File: config.mk
export PLATFORM = sky130hd
export DESIGN_NAME = dmw_top
export DESIGN_NICKNAME = d
export VERILOG_FILES = /design/src/common/dmw_pkg.sv /design/src/hw/dmw_top.sv /design/src/hw/dmw_bar_reg.sv /design/src/hw/dmw_xlate.sv
export VERILOG_INCLUDE_DIRS = /design/src /design/src/common
export SDC_FILE = /design/constraint.sdc
export NUM_CORES = 1
export LEC_CHECK = 0
export BUFFER_PORTS_ARGS = -buffer_cell sky130_fd_sc_hd__buf_4
export CAP_MARGIN = 20
export CORE_MARGIN = 1.5
export CORE_UTILIZATION = 25
export DETAILED_ROUTE_END_ITERATION = 10
export GPL_TIMING_DRIVEN = 0
export SYNTH_ARGS = -nofsm -noshare
export SYNTH_HDL_FRONTEND = slang
export SYNTH_HIERARCHICAL = 1
export SYNTH_SLANG_ARGS = --single-unit
File: constraint.sdc
create_clock -name clk -period 2.8 [get_ports clk]
set_input_delay 0.56 -clock clk [delete_from_list [all_inputs] [get_ports clk]]
set_output_delay 0.56 -clock clk [all_outputs]
set_load 0.02 [all_outputs]
File: src/common/dmw_cfg.svh
// Offsets, field positions and reset values of the memory window registers
`ifndef DMW_CFG_SVH
`define DMW_CFG_SVH
// ***********************
// Register offsets
// ***********************
`define DMW_OFF_WIN2     12'h01c
`define DMW_OFF_WIN3     12'h020
`define DMW_OFF_STAT     12'h0f0
`define DMW_ADDR_MSB     11
// ***********************
// Field positions
// ***********************
`define DMW_SPACE_BIT    0
`define DMW_TYPE_LSB     1
`define DMW_TYPE_MSB     2
`define DMW_PREF_BIT     3
`define DMW_RSVD_LSB     4
`define DMW_RSVD_MSB     11
`define DMW_BASE_LSB     12
`define DMW_BASE_MSB     31
`define DMW_EN_BIT       31
`define DMW_HI_LSB       32
`define DMW_HI_MSB       63
// ***********************
// Codes and reset values
// ***********************
`define DMW_TYPE32       2'h0
`define DMW_TYPE64       2'h1
`define DMW_SPACE_MEM    1'h0
`define DMW_RSVD_VAL     8'h00
`define DMW_BASE_RST     20'h00000
`define DMW_WORD_RST     32'h0000_0000
`define DMW_STAT_PAD     29'h0000_0000
`endif

File: src/common/dmw_pkg.sv
// Types and shared functions of the memory window registers
package dmw_pkg;
   typedef logic [19:0] dmw_base_t;
   typedef logic [1:0]  dmw_atype_t;
   typedef enum logic [1:0] {
      DMW_IDLE   = 2'b01,
      DMW_ACCESS = 2'b10
   } dmw_state_t;

   // Take new bits where mask is one, keep old elsewhere
   function automatic dmw_base_t dmw_merge(input dmw_base_t old_v, input dmw_base_t new_v,
                                           input dmw_base_t mask);
      return (old_v & ~mask) | (new_v & mask);
   endfunction

   // Masked equality of two address fields
   function automatic logic dmw_match32(input logic [31:0] a, input logic [31:0] b,
                                        input logic [31:0] mask);
      return ((a ^ b) & mask) == 32'h0000_0000;
   endfunction
endpackage

File: src/hw/dmw_top.sv
// Downstream memory window 2 and 3 base registers with APB access
// Functional notes
// - Window 3 type field reads 00 for 32-bit, 01 for 64-bit decode.
// - Window 2 type field always reads 32-bit; other codes unused.
// - Bit 3 is read-only prefetchable flag, reset to zero.
// - Window 2 size and prefetch flag follow its setup register at 00Ch.
// - Window 3 size and type follow its setup register at 014h.
// - Setup values come from outside loaders; the block applies them.
// - Window 2 setup bit 31 clear disables window 2.
// - Window 3 disabled by clearing bit 31 of setup 014h, or of 018h in 64-bit mode.
// - Base bits 31:12 writable only where setup bit is one.
// - Window 2 decodes 4KB to 2GB, memory space only.
// - Window 3 decodes 4KB up to 2GB of memory; setup 014h bit 31 stays compared in 64-bit mode.
// - Window 2 translates using translated base at 008h.
// - Window 3 in 32-bit mode translates using base at 010h.
// - Window 3 in 64-bit mode forwards addresses untouched.
`timescale 1ns/1ps
`include "dmw_cfg.svh"
module dmw_top
   import dmw_pkg::*;
(
   input  wire logic        clk,
   input  wire logic        rst,
   input  wire logic        ce,
   input  wire logic        psel,
   input  wire logic        penable,
   input  wire logic        pwrite,
   input  wire logic [11:0] paddr,
   input  wire logic [31:0] pwdata,
   output logic [31:0]      prdata,
   output logic             pready,
   output logic             pslverr,
   input  wire logic [31:0] win2_setup,
   input  wire logic [31:0] win2_xlat_base,
   input  wire logic [31:0] win3_setup_lo,
   input  wire logic [31:0] win3_setup_hi,
   input  wire logic [31:0] win3_xlat_base,
   input  wire logic [31:0] win3_upper_base,
   input  wire logic        req_valid,
   input  wire logic [63:0] req_addr,
   output logic             win2_valid,
   output logic             win2_hit,
   output logic [63:0]      win2_addr,
   output logic             win3_valid,
   output logic             win3_hit,
   output logic [63:0]      win3_addr
);
   dmw_state_t state;
   dmw_base_t  win2_base;
   dmw_base_t  win3_base;
   dmw_base_t  win2_mask;
   dmw_base_t  win3_mask;
   logic       win2_pref;
   logic       win3_pref;
   dmw_atype_t win3_type;
   logic       win2_en;
   logic       win3_en;
   logic       win3_is64;
   logic       mapped;
   logic       wr_take;
   logic [31:0] rd_word;

   // ***********************
   // Setup decode
   // ***********************
   always_comb begin
      win3_is64 = (win3_type == `DMW_TYPE64);
      win2_mask = win2_setup[`DMW_BASE_MSB:`DMW_BASE_LSB];
      win3_mask = win3_setup_lo[`DMW_BASE_MSB:`DMW_BASE_LSB];
      win2_en   = win2_setup[`DMW_EN_BIT];
      win3_en   = win3_setup_lo[`DMW_EN_BIT] &&
                  (!win3_is64 || win3_setup_hi[`DMW_EN_BIT]);
   end

   // Attribute capture from the loaded setup values
   always_ff @(posedge clk) begin
      if (rst) begin
         win2_pref <= 1'b0;
         win3_pref <= 1'b0;
         win3_type <= `DMW_TYPE32;
      end else if (ce) begin
         win2_pref <= win2_setup[`DMW_PREF_BIT];
         win3_pref <= win3_setup_lo[`DMW_PREF_BIT];
         if (win3_setup_lo[`DMW_TYPE_MSB:`DMW_TYPE_LSB] == `DMW_TYPE64) begin
            win3_type <= `DMW_TYPE64;
         end else begin
            win3_type <= `DMW_TYPE32;
         end
      end
   end

   // ***********************
   // Register read mux
   // ***********************
   function automatic logic [31:0] bar_word(input dmw_base_t base, input logic pref,
                                            input dmw_atype_t atype);
      return {base, `DMW_RSVD_VAL, pref, atype, `DMW_SPACE_MEM};
   endfunction

   always_comb begin
      mapped  = 1'b1;
      rd_word = `DMW_WORD_RST;
      unique case (paddr)
         `DMW_OFF_WIN2: rd_word = bar_word(win2_base, win2_pref, `DMW_TYPE32);
         `DMW_OFF_WIN3: rd_word = bar_word(win3_base, win3_pref, win3_type);
         `DMW_OFF_STAT: rd_word = {`DMW_STAT_PAD, win3_is64, win3_en, win2_en};
         default:       mapped  = 1'b0;
      endcase
   end

   // ***********************
   // APB slave
   // ***********************
   assign wr_take = (state == DMW_ACCESS) && psel && penable && pwrite && mapped;

   always_ff @(posedge clk) begin
      if (rst) begin
         state   <= DMW_IDLE;
         pready  <= 1'b0;
         pslverr <= 1'b0;
         prdata  <= `DMW_WORD_RST;
      end else if (ce) begin
         unique case (state)
            DMW_IDLE: begin
               if (psel && !penable) begin
                  state   <= DMW_ACCESS;
                  pready  <= 1'b1;
                  pslverr <= !mapped;
                  prdata  <= pwrite ? `DMW_WORD_RST : rd_word;
               end
            end
            DMW_ACCESS: begin
               state   <= DMW_IDLE;
               pready  <= 1'b0;
               pslverr <= 1'b0;
               prdata  <= `DMW_WORD_RST;
            end
         endcase
      end
   end

   // ***********************
   // Base registers
   // ***********************
   dmw_bar_reg u_win2_bar (
      .clk     (clk),
      .rst     (rst),
      .ce      (ce),
      .wr_en   (wr_take && (paddr == `DMW_OFF_WIN2)),
      .wr_data (pwdata[`DMW_BASE_MSB:`DMW_BASE_LSB]),
      .wr_mask (win2_mask),
      .base    (win2_base)
   );

   dmw_bar_reg u_win3_bar (
      .clk     (clk),
      .rst     (rst),
      .ce      (ce),
      .wr_en   (wr_take && (paddr == `DMW_OFF_WIN3)),
      .wr_data (pwdata[`DMW_BASE_MSB:`DMW_BASE_LSB]),
      .wr_mask (win3_mask),
      .base    (win3_base)
   );

   // ***********************
   // Forwarding windows
   // ***********************
   dmw_xlate u_win2_xlate (
      .clk       (clk),
      .rst       (rst),
      .ce        (ce),
      .req_valid (req_valid),
      .req_addr  (req_addr),
      .en        (win2_en),
      .is64      (1'b0),
      .base      (win2_base),
      .mask      (win2_mask),
      .base_hi   (`DMW_WORD_RST),
      .mask_hi   (`DMW_WORD_RST),
      .xlat      (win2_xlat_base[`DMW_BASE_MSB:`DMW_BASE_LSB]),
      .out_valid (win2_valid),
      .hit       (win2_hit),
      .out_addr  (win2_addr)
   );

   dmw_xlate u_win3_xlate (
      .clk       (clk),
      .rst       (rst),
      .ce        (ce),
      .req_valid (req_valid),
      .req_addr  (req_addr),
      .en        (win3_en),
      .is64      (win3_is64),
      .base      (win3_base),
      .mask      (win3_mask),
      .base_hi   (win3_upper_base),
      .mask_hi   (win3_setup_hi),
      .xlat      (win3_xlat_base[`DMW_BASE_MSB:`DMW_BASE_LSB]),
      .out_valid (win3_valid),
      .hit       (win3_hit),
      .out_addr  (win3_addr)
   );

   // ***********************
   // Checks
   // ***********************
   a_apb_one_wait: assert property (@(posedge clk) disable iff (rst)
      ce && state == DMW_IDLE && psel && !penable |=> pready ##1 (!pready || !ce))
      else $error("pready not one cycle after setup");
   a_win2_type: assert property (@(posedge clk) disable iff (rst)
      ce && state == DMW_IDLE && psel && !penable && !pwrite && paddr == `DMW_OFF_WIN2
      |=> prdata[`DMW_TYPE_MSB:`DMW_TYPE_LSB] == `DMW_TYPE32)
      else $error("window 2 type not 32-bit");
   a_rsvd_zero: assert property (@(posedge clk) disable iff (rst)
      pready && !pslverr |-> prdata[`DMW_RSVD_MSB:`DMW_RSVD_LSB] == `DMW_RSVD_VAL
      && prdata[`DMW_SPACE_BIT] == `DMW_SPACE_MEM)
      else $error("reserved or space bits not zero");
   a_win3_type: assert property (@(posedge clk) disable iff (rst)
      win3_type == `DMW_TYPE32 || win3_type == `DMW_TYPE64)
      else $error("window 3 type reserved code");
   a_pref_follow: assert property (@(posedge clk) disable iff (rst)
      ce |=> win2_pref == $past(win2_setup[`DMW_PREF_BIT]))
      else $error("prefetch flag not following setup");
   a_unmapped_err: assert property (@(posedge clk) disable iff (rst)
      ce && state == DMW_IDLE && psel && !penable && !mapped |=> pslverr && pready)
      else $error("unmapped access without error");
   a_base_reset: assert property (@(posedge clk)
      rst |=> win2_base == `DMW_BASE_RST && win3_base == `DMW_BASE_RST)
      else $error("base not cleared by reset");
endmodule // dmw_top

File: src/hw/dmw_bar_reg.sv
// Base field of one window register with per-bit write mask
`timescale 1ns/1ps
`include "dmw_cfg.svh"
module dmw_bar_reg
   import dmw_pkg::*;
(
   input  wire logic      clk,
   input  wire logic      rst,
   input  wire logic      ce,
   input  wire logic      wr_en,
   input  wire dmw_base_t wr_data,
   input  wire dmw_base_t wr_mask,
   output dmw_base_t      base
);
   // ***********************
   // Base storage
   // ***********************
   always_ff @(posedge clk) begin
      if (rst) begin
         base <= `DMW_BASE_RST;
      end else if (ce && wr_en) begin
         base <= dmw_merge(base, wr_data, wr_mask);
      end
   end

   a_ro_bits_kept: assert property (@(posedge clk) disable iff (rst)
      ce && wr_en |=> ((base ^ $past(base)) & ~$past(wr_mask)) == `DMW_BASE_RST)
      else $error("read-only base bit changed");
   a_rw_bits_taken: assert property (@(posedge clk) disable iff (rst)
      ce && wr_en |=> ((base ^ $past(wr_data)) & $past(wr_mask)) == `DMW_BASE_RST)
      else $error("writable base bit not taken");
endmodule // dmw_bar_reg

File: src/hw/dmw_xlate.sv
// Window match and address translation stage
`timescale 1ns/1ps
`include "dmw_cfg.svh"
module dmw_xlate
   import dmw_pkg::*;
(
   input  wire logic        clk,
   input  wire logic        rst,
   input  wire logic        ce,
   input  wire logic        req_valid,
   input  wire logic [63:0] req_addr,
   input  wire logic        en,
   input  wire logic        is64,
   input  wire dmw_base_t   base,
   input  wire dmw_base_t   mask,
   input  wire logic [31:0] base_hi,
   input  wire logic [31:0] mask_hi,
   input  wire dmw_base_t   xlat,
   output logic             out_valid,
   output logic             hit,
   output logic [63:0]      out_addr
);
   logic lo_match;
   logic hi_match;
   logic next_hit;
   logic [63:0] next_addr;

   // ***********************
   // Decode
   // ***********************
   always_comb begin
      lo_match = dmw_match32({base, `DMW_RSVD_VAL, 4'h0}, req_addr[31:0],
                             {mask, `DMW_RSVD_VAL, 4'h0});
      hi_match = is64 ? dmw_match32(base_hi, req_addr[`DMW_HI_MSB:`DMW_HI_LSB], mask_hi)
                      : (req_addr[`DMW_HI_MSB:`DMW_HI_LSB] == `DMW_WORD_RST);
      next_hit = en && lo_match && hi_match;
      if (is64) begin
         next_addr = req_addr;
      end else begin
         next_addr = {req_addr[`DMW_HI_MSB:`DMW_HI_LSB],
                      dmw_merge(req_addr[`DMW_BASE_MSB:`DMW_BASE_LSB], xlat, mask),
                      req_addr[`DMW_RSVD_MSB:0]};
      end
   end

   // ***********************
   // Output stage
   // ***********************
   always_ff @(posedge clk) begin
      if (rst) begin
         out_valid <= 1'b0;
         hit       <= 1'b0;
         out_addr  <= 64'h0;
      end else if (ce) begin
         out_valid <= req_valid;
         hit       <= req_valid && next_hit;
         out_addr  <= next_addr;
      end
   end

   a_no_hit_off: assert property (@(posedge clk) disable iff (rst)
      ce && req_valid && !en |=> out_valid && !hit)
      else $error("hit on disabled window");
   a_wide_passthru: assert property (@(posedge clk) disable iff (rst)
      ce && req_valid && is64 |=> out_addr == $past(req_addr))
      else $error("64-bit window address altered");
   a_narrow_xlat: assert property (@(posedge clk) disable iff (rst)
      ce && req_valid && !is64 |=>
      ((out_addr[`DMW_BASE_MSB:`DMW_BASE_LSB] ^ $past(xlat)) & $past(mask)) == `DMW_BASE_RST)
      else $error("translated base not applied");
endmodule // dmw_xlate

==> impl_metrics.json <==
{
  "status": "completed",
  "path_clk_slew_ns": 0.06,
  "p_seq_frac": 0.384,
  "cp_top_family": "buffers and inverters",
  "netlist_instances": 1078,
  "hold_violations": 0,
  "critical_path_arrival_ns": 2.65,
  "r2r_cells": 4,
  "async_reset_ff_frac": 0,
  "place.gp.congestion": 0.8370,
  "core_mm2": 0.04092,
  "reg2reg_slack_ns": 0.54,
  "grtUsageTotal": 0.2008,
  "vias": 9787,
  "fin_worst_skew_ns": 0.01642,
  "grt_pass1_vias": 9694,
  "path_depth": 4,
  "setup_viol": 0,
  "grt-ovfl-total": 0,
  "hpwl_mm": 36.11,
  "tightest_slew_ns": 1.017,
  "htree_levels": 1,
  "cts_sinks": 202,
  "cts_setup_buffers": 0,
  "synth-seq-cells": 202,
  "p_int_uw": 5775,
  "rows": 74,
  "reg2reg_to": "u_win3_xlate/out_addr[17]$_SDFFE_PP0P_",
  "vias_per_cell": 4.571,
  "cts_root_buf": "clkbuf_16",
  "period_minus_slack_ns": 2.257,
  "setup_tns_ns": 0,
  "portBuffers": 407,
  "clockPowerShare": 0.426,
  "postSynthAreaPerCell_um2": 9.650,
  "rsz0062_at_grt": "false",
  "wl_per_cell_um": 21.25,
  "met2_usage": 0.3717,
  "drt-pass1-iter-count": 6,
  "yosysSeqAreaShare": 0.3887,
  "met3_usage": 0.04584,
  "stdcell_count": 2141,
  "startpoint": "win3_type[0]$_SDFFE_PP0P_",
  "power.switching_uw": 2226,
  "nets": 1894,
  "cp-end-kind": "flip-flop",
  "grt_pass1_wl_mm": 62.51,
  "clk_latency_ns": 0.55,
  "fin_total_pwr_uw": 8002,
  "worstPathMaxFanout": 10,
  "pwr-share-comb": 0.190,
  "crit_path_cell_trace": "clkbuf_1 -> nor2b_1 -> mux2i_1 -> a211oi_1",
  "swShare": 0.2782,
  "syn_to_final_growth_pct": 46.96,
  "synth_edf_count": 0,
  "reg2reg_from": "win3_type[0]$_SDFFE_PP0P_",
  "max_slew_margin": 0.3155,
  "dr.first_iter.drc_count": 445,
  "start_util": 0.2542,
  "drt_wl_total_mm": 45.50,
  "cp_slowest_cell": "clkbuf_1",
  "powerDensity_mw_per_mm2": 523.4,
  "grt.met1_usage": 0.2301,
  "placed_cells": 2092,
  "die_x_um": 207.0,
  "nFillCells": 4158,
  "cts.path.max_buffers": 3,
  "synth_flop_cell": "dfxtp_1",
  "period_share": 0.8060,
  "cts_made_buffers": 25,
  "max_cap_violations": 0,
  "cp.required_ns": 3.20,
  "synthesis.area_mm2": 0.01040,
  "peakVddDrop_mv": 0.3946,
  "critPathBufInv": 1,
  "layout-drive-gt1-share": 0.3225,
  "fmax_ghz": 0.4431,
  "die_area_mm2": 0.04284,
  "yosysUniqueCellTypes": 44,
  "slowest_delay_ns": 0.75,
  "die_y_um": 207.0,
  "drc": 0,
  "start_kind": "flip-flop",
  "finalMaxSlewViolations": 0,
  "cts_hold_buf": 0,
  "synth_warnings": 6,
  "power_leakage_uw": 0.007127,
  "post_cts_resize_count": 0,
  "cts_tree": "yes",
  "antenna_left": 0,
  "antenna_found_initial": 6,
  "worstHoldPathType": "input pin to flip-flop",
  "criticalPathCategory": "flip-flop to flip-flop",
  "endpoint": "u_win3_xlate/out_addr[17]$_SDFFE_PP0P_",
  "grt_max_degree": 18,
  "ios": 473,
  "grt_busiest_layer": "met2"
}
==> cells in the mapped netlist (3+ instances only) <==
master       n  area [um2]
a21oi_1      9       45.04
mux2i_1    172        1722
buf_1        6       22.52
nand3_1     44       220.2
nand2_1      6       22.52
nor4_1      18       112.6
nor2b_1     42       262.8
a211oi_1    40       300.3
o2bb2ai_2   14       210.2
nor2_1     142       533.0
xor2_1     104       910.9
or3b_2       3       26.28
a22oi_1     69       518.0
buf_6       16       180.2
o2bb2ai_1    8       70.07
buf_4       15       112.6
clkbuf_1    25       93.84
nand4b_1     3       26.28
buf_2       10       50.05
nand4_1     12       75.07
and4_1       4       35.03
nand2b_1    83       519.3
dfxtp_1    202        4044
or2_2        4       25.02
==> metal layers <==
layer	wire length [um]	share of wire
met5	13	0.00029
met4	867	0.019
met3	3370	0.074
met2	23000	0.51
met1	18250	0.40
==> layout by cell type, fill, tap and decap left out, drive strengths merged, types with 4 or more instances in the layout <==
cell / instances
nand2b: 83
buf: 454
nor2: 142
mux2i: 172
nand4: 12
or2: 4
dfxtp: 202
nor2b: 42
nand3: 46
a211oi: 40
and4: 4
nand2: 6
xor2: 104
o2bb2ai: 22
conb: 76
a21oi: 9
a22oi: 69
clkbuf: 61
nor4: 20
==> final cells by class <==
type                            count  area [um2]  area share
Inverter                            2       7.507   0.0004911
Buffer                             72       459.2     0.03004
Sequential cell                   202        4044      0.2645
Tap cell                          532       665.6     0.04354
Multi-Input combinational cell    877        6173      0.4038
Timing Repair Buffer              407        3055      0.1999
Clock buffer                       36       726.9     0.04755
Clock inverter                     10       147.6    0.009658
Antenna cell                        3       7.507   0.0004911
==> worst min path at each step <==
stage,depth (start not counted),endpoint,start,slack [ns]
3_3_place_gp,1,prdata[29]$_SDFFE_PP0P_,prdata[29]$_SDFFE_PP0P_,0.45
5_1_grt,3,u_win2_xlate/out_addr[0]$_SDFFE_PP0P_,req_addr[0],0.26
4_1_cts,3,u_win2_xlate/out_addr[10]$_SDFFE_PP0P_,req_addr[10],0.25
6_report,3,u_win3_xlate/out_addr[9]$_SDFFE_PP0P_,req_addr[9],0.27
3_5_place_dp,2,prdata[0]$_SDFFE_PP0P_,prdata[0]$_SDFFE_PP0P_,0.45
2_1_floorplan,2,win3_pref$_SDFFE_PP0P_,win3_pref$_SDFFE_PP0P_,0.46
==> power groups by stage <==
stage	Clock [uW]	Combinational, uW	Sequential, uW
floorplan	0	563	3270
global placement	0	1510	3130
detailed placement	0	1520	3130
CTS	3510	1520	3070
global route	3620	1630	3090
finish	3410	1520	3070
==> metrics by stage <==
| stage | util | hold WS, ns | cell area [um2] | worst slack (ns) |
|---|---|---|---|---|
| 4_1_cts | 0.3734 | 0.2461 | 15280 | 0.5716 |
| 2_1_floorplan | - | 0.4608 | 10680 | 0.8138 |
| 6_report | 0.3735 | 0.2703 | 15290 | 0.5432 |
| 3_5_place_dp | 0.3520 | 0.4547 | 14410 | 0.2670 |
| 3_3_place_gp | 0.3520 | 0.4474 | 14410 | 0.2819 |
| 5_1_grt | 0.3735 | 0.2612 | 15290 | 0.4633 |
==> worst register-to-register path, stage by stage (launching register included) <==
cell and delay (ns):
dfxtp_1 0.63, clkbuf_1 0.75, nor2b_1 0.15, mux2i_1 0.45, a211oi_1 0.15
==> cells by family after synthesis <==
kind of cell	synth area share
muxes	0.1655
buffers and inverters	0.04486
other	0.0003605
xor gates and xnor gates	0.08756
and+or+nand+nor	0.1934
DFF	0.3887
AOI/OAI and AO/OA	0.1196
Power figures use the tool's default switching activity.
